### config.mk
export PLATFORM = sky130hd
export DESIGN_NAME = sbcg_clock_gen
export DESIGN_NICKNAME = d
export VERILOG_FILES = /design/src/sbcg_pkg.sv /design/src/sbcg_clock_gen.sv
export SDC_FILE = /design/constraint.sdc
export NUM_CORES = 1
export LEC_CHECK = 0
export BUFFER_PORTS_ARGS = -buffer_cell sky130_fd_sc_hd__buf_2
export CAP_MARGIN = 30
export CORE_MARGIN = 1.5
export CORE_UTILIZATION = 45
export DETAILED_ROUTE_END_ITERATION = 8
export GPL_ROUTABILITY_DRIVEN = 0
export GPL_TIMING_DRIVEN = 0
export PLACE_DENSITY = 0.68
export SLEW_MARGIN = 20
export SYNTH_ARGS = -nofsm -noshare
export SYNTH_HDL_FRONTEND = slang
export SYNTH_SLANG_ARGS = --single-unit
export TNS_END_PERCENT = 100
### constraint.sdc
create_clock -name clk -period 2 [get_ports clk]
set_input_delay 0.4 -clock clk [delete_from_list [all_inputs] [get_ports clk]]
set_output_delay 0.4 -clock clk [all_outputs]
set_load 0.05 [all_outputs]
### src/sbcg_pkg.sv
package sbcg_pkg;
  localparam int DIV_W = 12;
  localparam logic [11:0] DIVISOR_RST = 12'h000;
  localparam logic [3:0] DIV_ASYNC_NORMAL = 4'hF; // 16 ticks per bit
  localparam logic [3:0] DIV_ASYNC_DOUBLE = 4'h7; // 8 ticks per bit
  localparam logic [3:0] DIV_SYNC_MASTER = 4'h1; // 2 ticks per bit

  typedef enum {
    SBCG_ASYNC_NORMAL,
    SBCG_ASYNC_DOUBLE,
    SBCG_SYNC_MASTER,
    SBCG_SYNC_SLAVE
  } sbcg_mode_type;

  // Software-visible configuration
  typedef struct packed {
    logic sync_mode_select;
    logic double_speed_async;
    logic transfer_clock_pin_direction;
    logic serial_power_gate;
  } sbcg_cfg_type;

  // Clocks handed to transmitter and receiver
  typedef struct packed {
    logic tx_bit_clock;
    logic rx_base_clock;
    logic [3:0] rx_states; // Last state index, states per bit less one
  } sbcg_clk_type;
endpackage : sbcg_pkg

### src/sbcg_clock_gen.sv
`timescale 1ns/10ps
// Operation
// - Four clocking modes feed transmitter and receiver
// - Mode select chooses asynchronous or synchronous
// - Pin direction picks master or slave
// - Transfer clock pin used only when synchronous
// - Counter reloads at zero or low write
// - Pulse at zero, rate clock over divisor+1
// - Transmit divides by sixteen, eight or two
// - Receiver steps 16, 8 or 2 states
// - Divisor is high and low, 0..4095
// - Double speed ignored in synchronous operation
// - Double speed halves receiver samples per bit
// - Slave clock synchronised, edge detected, two cycles
// - Unit runs only when power gate zero
module sbcg_clock_gen #(
  parameter int DIV_W = sbcg_pkg::DIV_W
) (
  input wire logic clk,
  input wire logic rst_n,
  input wire sbcg_pkg::sbcg_cfg_type cfg,
  input wire logic [3:0] baud_divisor_high,
  input wire logic [7:0] baud_divisor_low,
  input wire logic baud_divisor_low_wr,
  input wire logic ext_clock_in,
  output sbcg_pkg::sbcg_clk_type clk_out,
  output logic baud_tick,
  output logic ext_clock_out,
  output logic ext_clock_oe
);

  sbcg_pkg::sbcg_mode_type mode;
  logic [11:0] baud_divisor;
  logic [11:0] cnt_q;
  logic enabled;
  logic tick;
  logic [3:0] div_q;
  logic [3:0] div_last;
  logic sync_q;
  logic prev_q;
  logic slave_rise;
  logic slave_fall;

  // Divisor width is fixed by the high and low register halves
  if (DIV_W != $bits(baud_divisor)) begin : g_width_check
    $error("divisor width must match the register halves");
  end

  // Divisor assembly
  assign baud_divisor = {baud_divisor_high, baud_divisor_low};
  assign enabled = ~cfg.serial_power_gate;

  // Mode decode; double speed only counts when asynchronous
  always_comb begin
    if (!cfg.sync_mode_select) begin
      mode = cfg.double_speed_async ? sbcg_pkg::SBCG_ASYNC_DOUBLE
                                    : sbcg_pkg::SBCG_ASYNC_NORMAL;
    end else if (cfg.transfer_clock_pin_direction) begin
      mode = sbcg_pkg::SBCG_SYNC_MASTER;
    end else begin
      mode = sbcg_pkg::SBCG_SYNC_SLAVE;
    end
  end

  // Divide ratio per mode
  always_comb begin
    case (mode)
      sbcg_pkg::SBCG_ASYNC_NORMAL: div_last = sbcg_pkg::DIV_ASYNC_NORMAL;
      sbcg_pkg::SBCG_ASYNC_DOUBLE: div_last = sbcg_pkg::DIV_ASYNC_DOUBLE;
      sbcg_pkg::SBCG_SYNC_MASTER: div_last = sbcg_pkg::DIV_SYNC_MASTER;
      default: div_last = sbcg_pkg::DIV_SYNC_MASTER;
    endcase
  end

  assign tick = enabled && (cnt_q == 12'h000);

  // Baud down-counter
  always_ff @(posedge clk or negedge rst_n) begin
    if (!rst_n) begin
      cnt_q <= sbcg_pkg::DIVISOR_RST;
    end else if (!enabled || baud_divisor_low_wr || cnt_q == 12'h000) begin
      cnt_q <= baud_divisor;
    end else begin
      cnt_q <= cnt_q - 12'h001;
    end
  end

  // Generator output pulse
  always_ff @(posedge clk or negedge rst_n) begin
    if (!rst_n) begin
      baud_tick <= 1'b0;
    end else begin
      baud_tick <= tick;
    end
  end

  // Bit divider / receiver state counter
  always_ff @(posedge clk or negedge rst_n) begin
    if (!rst_n) begin
      div_q <= 4'h0;
    end else if (!enabled || mode == sbcg_pkg::SBCG_SYNC_SLAVE) begin
      div_q <= 4'h0;
    end else if (tick) begin
      div_q <= (div_q >= div_last) ? 4'h0 : div_q + 4'h1;
    end
  end

  // Pin sampling register then edge detector: two cycles to the outputs
  always_ff @(posedge clk or negedge rst_n) begin
    if (!rst_n) begin
      sync_q <= 1'b0;
      prev_q <= 1'b0;
    end else begin
      sync_q <= ext_clock_in;
      prev_q <= sync_q;
    end
  end

  assign slave_rise = sync_q & ~prev_q;
  assign slave_fall = ~sync_q & prev_q;

  // Transmit bit clock and receiver base clock
  always_ff @(posedge clk or negedge rst_n) begin
    if (!rst_n) begin
      clk_out <= '0;
    end else if (!enabled) begin
      clk_out <= '0;
    end else if (mode == sbcg_pkg::SBCG_SYNC_SLAVE) begin
      clk_out.tx_bit_clock <= slave_rise;
      clk_out.rx_base_clock <= slave_rise | slave_fall;
      clk_out.rx_states <= sbcg_pkg::DIV_SYNC_MASTER;
    end else begin
      clk_out.tx_bit_clock <= tick && (div_q == div_last);
      clk_out.rx_base_clock <= tick;
      clk_out.rx_states <= div_last;
    end
  end

  // Pin drive: only in synchronous master mode
  always_ff @(posedge clk or negedge rst_n) begin
    if (!rst_n) begin
      ext_clock_out <= 1'b0;
      ext_clock_oe <= 1'b0;
    end else begin
      ext_clock_oe <= enabled && mode == sbcg_pkg::SBCG_SYNC_MASTER;
      if (enabled && mode == sbcg_pkg::SBCG_SYNC_MASTER) begin
        ext_clock_out <= div_q[0];
      end else begin
        ext_clock_out <= 1'b0;
      end
    end
  end

  // Assertions
  property p_tick_reload;
    @(posedge clk) disable iff (!rst_n)
      (enabled && cnt_q == 12'h000 && !baud_divisor_low_wr)
        |=> cnt_q == $past(baud_divisor);
  endproperty
  a_tick_reload: assert property (p_tick_reload)
    else $error("counter not reloaded at zero");

  property p_wr_reload;
    @(posedge clk) disable iff (!rst_n)
      baud_divisor_low_wr |=> cnt_q == $past(baud_divisor);
  endproperty
  a_wr_reload: assert property (p_wr_reload)
    else $error("counter not reloaded on low write");

  property p_pulse;
    @(posedge clk) disable iff (!rst_n) tick |=> baud_tick;
  endproperty
  a_pulse: assert property (p_pulse)
    else $error("baud pulse missing");

  property p_power;
    @(posedge clk) disable iff (!rst_n)
      cfg.serial_power_gate |=> !clk_out.rx_base_clock && !ext_clock_oe;
  endproperty
  a_power: assert property (p_power)
    else $error("clocks active while gated");

  property p_async_pin;
    @(posedge clk) disable iff (!rst_n)
      !cfg.sync_mode_select |=> !ext_clock_oe;
  endproperty
  a_async_pin: assert property (p_async_pin)
    else $error("pin driven in async mode");

  property p_slave_edge;
    @(posedge clk) disable iff (!rst_n)
      (mode == sbcg_pkg::SBCG_SYNC_SLAVE && enabled && slave_rise)
        |=> clk_out.tx_bit_clock;
  endproperty
  a_slave_edge: assert property (p_slave_edge)
    else $error("slave edge not passed on");

  property p_rx_states;
    @(posedge clk) disable iff (!rst_n)
      (enabled && mode == sbcg_pkg::SBCG_ASYNC_DOUBLE)
        |=> clk_out.rx_states == sbcg_pkg::DIV_ASYNC_DOUBLE;
  endproperty
  a_rx_states: assert property (p_rx_states)
    else $error("double speed rx states wrong");

  property p_tx_needs_tick;
    @(posedge clk) disable iff (!rst_n)
      (mode != sbcg_pkg::SBCG_SYNC_SLAVE && $past(mode) == mode)
        && clk_out.tx_bit_clock |-> $past(tick);
  endproperty
  a_tx_needs_tick: assert property (p_tx_needs_tick)
    else $error("tx clock without baud tick");

  // Master pin carries the divided generator clock
  property p_pin_follow;
    @(posedge clk) disable iff (!rst_n)
      (enabled && mode == sbcg_pkg::SBCG_SYNC_MASTER)
        |=> ext_clock_out == $past(div_q[0]);
  endproperty
  a_pin_follow: assert property (p_pin_follow)
    else $error("master pin clock wrong");

  // Rising pin edge reaches the transmit clock two cycles later
  property p_slave_delay;
    @(posedge clk) disable iff (!rst_n)
      (mode == sbcg_pkg::SBCG_SYNC_SLAVE && enabled && $rose(ext_clock_in))
        ##1 (mode == sbcg_pkg::SBCG_SYNC_SLAVE && enabled)
        |=> clk_out.tx_bit_clock;
  endproperty
  a_slave_delay: assert property (p_slave_delay)
    else $error("slave edge delay wrong");

  c_master: cover property (@(posedge clk) ext_clock_oe && ext_clock_out);
  c_slave: cover property (@(posedge clk)
    mode == sbcg_pkg::SBCG_SYNC_SLAVE && clk_out.tx_bit_clock);
  c_double: cover property (@(posedge clk)
    mode == sbcg_pkg::SBCG_ASYNC_DOUBLE && clk_out.tx_bit_clock);

endmodule : sbcg_clock_gen

Yosys cells after proc, flatten, opt, wreduce, memory -nomap -nowiden
Index checks and enable logic that the tools add are counted.

Register bits after elaboration: 27. Input bits: 20. Output and inout port bits: 9.

Bitwise gates (word level): 6. Reductions and logical operators: 9. Add/subtract/negate cells: 2. Equal/unequal tests: 4. Multiplexer cells: 11. Magnitude comparators: 1.

Operator list (count): 32-bit by 3-bit == test with 1-bit output, second input constant (2); 32-bit by 1-bit == test with 1-bit output, second input constant (1); 32-bit zero test (1); 32-bit two-way mux (1); 12-bit zero test (1); 12-bit two-way mux (1); 4-bit two-way mux (3); 6-bit two-way mux (2); 12-bit by 1-bit subtractor with 12-bit output, second input constant (1); 4-bit one-hot mux with 2 select lines (1); 4-bit by 1-bit adder with 4-bit output, second input constant (1); 4-bit == test (1); 4-bit greater-or-equal comparator (1); 1-bit logical AND (3); 1-bit logical OR (3); 1-bit two-way mux (3); 1-bit inverter (3); 1-bit bitwise AND (2); 2-bit nonzero test (1); 1-bit OR (1).

Logic depth before layout (Yosys ltp)
Gate-level depths: netlist of the first run.

Word-level depth: 8. Mapped depth: 7.

Worst setup path after synthesis of the first run
Ideal clock, no wire load.

Path type: register to register. From: register cnt_q[0]. To: register clk_out[5] in the netlist's numbering. Buffers on the path: 0. Arrival time: 1.575 ns. Slack: 0.347 ns. Stages on the path, launching flop included: 7. Path through: dfrtp_1 inv_1 ha_1 nor4b_2 nand3_4 or3_1 a21oi_1.

Cells in the longest elaborated chain, start to end: 5.

Ends and longest elaborated chain: start, declared (RTL line sbcg_clock_gen.sv:34) `logic [11:0] cnt_q;`; start signal, assigned (RTL line sbcg_clock_gen.sv:80) `cnt_q <= sbcg_pkg::DIVISOR_RST;`; start signal, assigned (RTL line sbcg_clock_gen.sv:82) `cnt_q <= baud_divisor;`; start signal, assigned (RTL line sbcg_clock_gen.sv:84) `cnt_q <= cnt_q - 12'h001;`; 12-bit zero test (RTL line sbcg_clock_gen.sv:75) `assign tick = enabled && (cnt_q == 12'h000);`; 1-bit logical AND (RTL line sbcg_clock_gen.sv:75); 1-bit logical AND (RTL line sbcg_clock_gen.sv:133) `clk_out.tx_bit_clock <= tick && (div_q == div_last);`; 6-bit two-way mux (RTL line sbcg_clock_gen.sv:128) `end else if (mode == sbcg_pkg::SBCG_SYNC_SLAVE) begin`; 6-bit two-way mux (RTL line sbcg_clock_gen.sv:126) `end else if (!enabled) begin`; end, declared (RTL line sbcg_clock_gen.sv:26) `output sbcg_pkg::sbcg_clk_type clk_out,`.

No other way between the ends. A chain may end at the register's enable or synchronous reset.

Worst setup path in the final report of the first run
From: register cnt_q[4]. To: register clk_out[5] in the netlist's numbering.

The elaborated chain is that of the path after synthesis.

==> results.json, run 1 <==
{
  "num_vias": 1025,
  "cts_resized": 0,
  "final_cell_mix": "buf_2 (29), dfrtp_1 (26), nor2_1 (20)",
  "fmax_ghz": 0.545,
  "crit_fanout": 8,
  "die_w_um": 57.3,
  "cts.clk_slew.worst_paths_ns": 0.14,
  "ant_nets": 0,
  "finClkSkew_ns": 0.00137,
  "worstPathArrival_ns": 2.09,
  "wl_per_cell_um": 12.8,
  "grt_pass1_wl_mm": 4.50,
  "drv_cap": 0,
  "r2r-start": "cnt_q[4]$_DFF_PN0_",
  "design_area_um2": 1550,
  "postCtsHoldBufs": 0,
  "routed_via_density": 5.34,
  "hp-class": "in2async",
  "regArea_um2": 651,
  "dp_hpwl_mm": 1.86,
  "p_leak_nw": 0.709,
  "post-cts-setup-buffers": 0,
  "crit_start": "cnt_q[4]$_DFF_PN0_",
  "placed_area_um2": 1500,
  "ir_drop_mv": 0.428,
  "io_pins": 29,
  "synthesis.area_um2": 1330,
  "grt_setup_unrepaired": "false",
  "syn_area_per_cell_um2": 10.2,
  "antenna_found_initial": 0,
  "synth_top_flop_cell": "dfrtp_1",
  "hold_viol": 0,
  "rrSetupSlack_ns": 0.17,
  "grt-ovfl-total": 0,
  "clk_path_buf_depth": 2,
  "startpoint_type": "flop",
  "drt-total-wl_mm": 2.46,
  "async_reset_ff_share_pct": 100,
  "ys_ff_latch": 26,
  "placementRows": 19,
  "synth_area_leaders": "dfrtp_1 (49%), ha_1 (6.6%), a21oi_1 (5.6%)",
  "worst_pin_slew_ns": 0.569,
  "area_delta_synth_final_pct": 16.9,
  "grt_max_degree": 27,
  "drc_errors": 0,
  "yosysWarnings": 0,
  "place_ws_ns": 0.0739,
  "cts-htree-levels": 1,
  "yosysTopAreaCell": "dfrtp_1",
  "ff2ff_path_depth": 4,
  "clock-sinks": 26,
  "final_common_cell": "buf_2",
  "p_per_area_nw_per_um2": 643,
  "path_class": "reg2reg",
  "initial_core_util_pct": 47.8,
  "fin_ws_ns": 0.166,
  "synthCells": 130,
  "slew_violations": 0,
  "min_period_ns": 1.83,
  "coreArea_um2": 2780,
  "die_h_um": 57.3,
  "period_share_pct": 91.7,
  "setup_viol": 0,
  "setup-tns-final_ns": 0,
  "r2r_end": "clk_out[5]$_DFF_PN0_",
  "setup.worst_path.end_class": "flop",
  "required_ns": 2.25,
  "status": "complete, no violations",
  "synth_edf_count": 0,
  "first_pass_iters": 4,
  "numCtsBuffers": 3,
  "yosysSeqAreaShare_pct": 49.0,
  "ys_types": 34,
  "yosysTopAreaCellShare_pct": 49.0,
  "final_net_count": 189,
  "root_buffer": "clkbuf_4",
  "power.total_uw": 1000,
  "portBuffers": 27,
  "syn_nets": 157,
  "cts_tree": "built",
  "track_usage_pct": 17.5,
  "die_area_um2": 3290,
  "fillers": 244,
  "drive_above_1_share_pct": 29.8,
  "antennaDiodeCount": 0,
  "grt_pass1_vias": 1010,
  "relSlewSlack_pct": 62.0,
  "multi_input_area_um2": 646,
  "clk_latency_ns": 0.32,
  "first_iter_violations": 23
}
## cells by family after synthesis
logic type / after synthesis / share of synthesized area, %
DFF: 26 / 49.0
buffers and inverters: 11 / 3.58
xor gates and xnor gates: 9 / 5.93
and+or+nand+nor: 54 / 24.4
AOI/OAI and AO/OA: 21 / 8.85
muxes: 2 / 1.69
adders and majority gates: 7 / 6.59
## registers in the layout (all words and copies together), names as in the netlist
signal	count
ext_clock_oe	1
cnt_q	12
clk_out	5
prev_q	1
baud_tick	1
div_q	4
ext_clock_out	1
sync_q	1
## through the flow
stage / hold WS, ns / util (%) / instances
floorplan: 0.104 / - / 130
global placement: 0.367 / 54.0 / 188
detailed placement: 0.391 / 54.0 / 188
CTS: 0.0655 / 55.3 / 192
global route: 0.0760 / 55.9 / 192
finish: 0.0456 / 55.9 / 192
## Yosys cell counts, types with 3 or more instances
cell / count
xor2_1: 4
ha_1: 7
or2_2: 3
nand3_1: 6
nand2_1: 7
a21oi_1: 15
inv_1: 7
dfrtp_1: 26
xnor2_1: 5
nor2_1: 20
a31oi_1: 3
## layer usage
metal | vias up | GRT usage (%) | share of wire [%]
met4 | 0 | 6.98 | 2.6
met1 | 479 | 22.5 | 43
met3 | 7 | 2.27 | 4.2
met2 | 32 | 29.9 | 50
li1 | 507 | - | -
met5 | - | 0 | 0
## how the worst max path moves through the flow
stage                     cells past startpoint  slack [ns]              endpoint
after floorplan                               6        0.35  clk_out[5]$_DFF_PN0_
after global placement                        7        0.13   cnt_q[10]$_DFF_PN0_
after detailed placement                      7        0.07    cnt_q[5]$_DFF_PN0_
after CTS                                     7        0.03    cnt_q[5]$_DFF_PN0_
after global routing                          6       0.007  clk_out[5]$_DFF_PN0_
final                                         4        0.17  clk_out[5]$_DFF_PN0_
## power breakdown
part / internal [mW] / total, mW / leakage (nW) / switching (mW)
registers: 0.553 / 0.588 / 0.323 / 0.0346
logic: 0.0597 / 0.145 / 0.365 / 0.0850
clock network: 0.111 / 0.267 / 0.0210 / 0.156
total: 0.725 / 1.00 / 0.709 / 0.275
## layout make-up
cell class	count	area share (%)
sequential	26	41.9
multi-input combinational	93	41.5
timing repair buffer	27	8.70
tap	31	2.50
clock buffer	4	2.33
inverter	7	1.69
buffer	4	1.37
## worst max-delay path: stages, from the launching register on
cell and delay [ns]:
dfrtp_1 0.49, nor4_4 0.55, nand3_4 0.19, or3_1 0.38
a21oi_1 0.16
Power figures use the tool's default switching activity.
==> inputs of run 2 (changes only) <==
Clock period 2 ns to 2.1 ns, I/O delays scaled along.
==> run 2 against run 1 <==
  * Power is 5.0% lower
  * Critical path type unchanged
  * Wire length is 0.28% higher
  * Largest cell class unchanged
  * Worst setup slack better by 0.11 ns
  * Core utilization is 0.22 points lower
  * Critical endpoint is now cnt_q[5]$_DFF_PN0_
==> results.json, run 2 (synthesized netlist as in run 1, its figures left out) <==
{
  "status": "complete, no violations",
  "setup.worst_path.end_class": "flop",
  "design_area_um2": 1550,
  "drt-total-wl_mm": 2.47,
  "antenna_found_initial": 0,
  "fmax_ghz": 0.549,
  "power.total_uw": 950,
  "crit_fanout": 10,
  "crit_start": "cnt_q[4]$_DFF_PN0_",
  "drc_errors": 0,
  "cts-htree-levels": 1,
  "startpoint_type": "flop",
  "antennaDiodeCount": 0,
  "wl_per_cell_um": 12.8,
  "min_period_ns": 1.82,
  "period_share_pct": 86.7,
  "p_comb_share_pct": 14.4,
  "grt_pass1_vias": 1010,
  "dp_hpwl_mm": 1.86,
  "io_pins": 29,
  "largest_reg_flops": 12,
  "grt_setup_unrepaired": "false",
  "grt_max_degree": 27,
  "seqPwrFrac_pct": 59.0,
  "largestRegisters": "cnt_q x12, clk_out x5, div_q x4",
  "first_pass_iters": 4,
  "routed_via_density": 5.30,
  "r2r-start": "cnt_q[4]$_DFF_PN0_",
  "p_sw_uw": 260,
  "worstPathArrival_ns": 2.04,
  "worst_pin_slew_ns": 0.567,
  "cts_tree": "built",
  "final_cell_mix": "buf_2 (29), dfrtp_1 (26), nor2_1 (20)",
  "finClkSkew_ns": 0.00171,
  "grt_pass1_wl_mm": 4.50,
  "final_common_cell": "buf_2",
  "setup-tns-final_ns": 0,
  "p_leak_nw": 0.708,
  "rrSetupSlack_ns": 0.28,
  "ff2ff_path_depth": 5,
  "p_int_uw": 690,
  "p_per_area_nw_per_um2": 614,
  "ant_nets": 0,
  "area_delta_synth_final_pct": 16.5,
  "coreArea_um2": 2780,
  "fin_ws_ns": 0.279,
  "grt-ovfl-total": 0,
  "num_vias": 1017,
  "drive_above_1_share_pct": 29.2,
  "setup_viol": 0,
  "hp-class": "in2async",
  "r2r_end": "cnt_q[5]$_DFF_PN0_",
  "fin_cells": 192,
  "ir_drop_mv": 0.407,
  "clk_latency_ns": 0.32,
  "root_buffer": "clkbuf_4",
  "clockPowerShare_pct": 26.6,
  "clock-sinks": 26,
  "placed_area_um2": 1500,
  "numCtsBuffers": 3,
  "path_class": "reg2reg",
  "die_w_um": 57.3,
  "placementRows": 19,
  "largest_register": "cnt_q",
  "final_net_count": 189,
  "dp_cells": 188,
  "cts.clk_slew.worst_paths_ns": 0.14,
  "initial_core_util_pct": 47.8,
  "clk_path_buf_depth": 2,
  "hold_viol": 0,
  "place_ws_ns": 0.174,
  "relSlewSlack_pct": 62.1,
  "required_ns": 2.32,
  "first_iter_violations": 23,
  "drv_cap": 0,
  "die_area_um2": 3290,
  "switching_share_pct": 27.4,
  "slew_violations": 0,
  "die_h_um": 57.3,
  "track_usage_pct": 17.5,
  "portBuffers": 27
}
[run 2: cell counts in the layout (fill, tap and decap cells not counted)]
No cell type changed its count.
[run 2: power groups by stage]
| stage | sequential [mW] | clock [mW] | combinational, mW |
|---|---|---|---|
| 2_1_floorplan | 0.579 | 0 | 0.0739 |
| 3_3_place_gp | 0.566 | 0 | 0.132 |
| 3_5_place_dp | 0.568 | 0 | 0.137 |
| 4_1_cts | 0.558 | 0.260 | 0.138 |
| 5_1_grt | 0.565 | 0.282 | 0.156 |
| 6_report | 0.560 | 0.253 | 0.137 |
[run 2: worst max-delay path by stage]
stage                           endpoint  slack [ns]
floorplan           clk_out[5]$_DFF_PN0_        0.45
global placement    div_q[2]$_DFFE_PN0P_        0.22
detailed placement    cnt_q[5]$_DFF_PN0_        0.17
CTS                   cnt_q[5]$_DFF_PN0_        0.13
global route          cnt_q[7]$_DFF_PN0_        0.09
finish                cnt_q[5]$_DFF_PN0_        0.28
[run 2: cell type report]
cell class                      count  area, um^2
Tap cell                           31        38.8
Multi-Input combinational cell     93         639
Timing Repair Buffer               27         135
Fill cell                         245        1230
Inverter                            7        26.3
Clock buffer                        4        36.3
Sequential cell                    26         651
Buffer                              4        21.3
[run 2: routing by layer]
metal	global-route usage, %	share of wire (%)	vias up
li1	-	-	507
met4	6.98	1.5	0
met5	0	0	-
met3	2.27	3.6	4
met1	22.5	44	479
met2	29.9	51	27
[run 2: critical path, stage by stage (launching register included)]
cell and delay, ns:
dfrtp_1 0.49, nor4_4 0.53, a31oi_1 0.28, buf_2 0.26
nor2_1 0.11, a21oi_1 0.05
[run 2: repair_timing]
item	CTS	global route
endpoints found under the setup margin	0	6
resized for setup	0	1
buffers inserted	0	0
hold buffers	0	0
[run 2: through the flow]
stage | utilization (%) | hold WS [ns]
after detailed placement | 54.0 | 0.391
after global routing | 55.6 | 0.0960
final | 55.6 | 0.0687
after floorplan | - | 0.124
after CTS | 55.3 | 0.0855
after global placement | 54.0 | 0.367
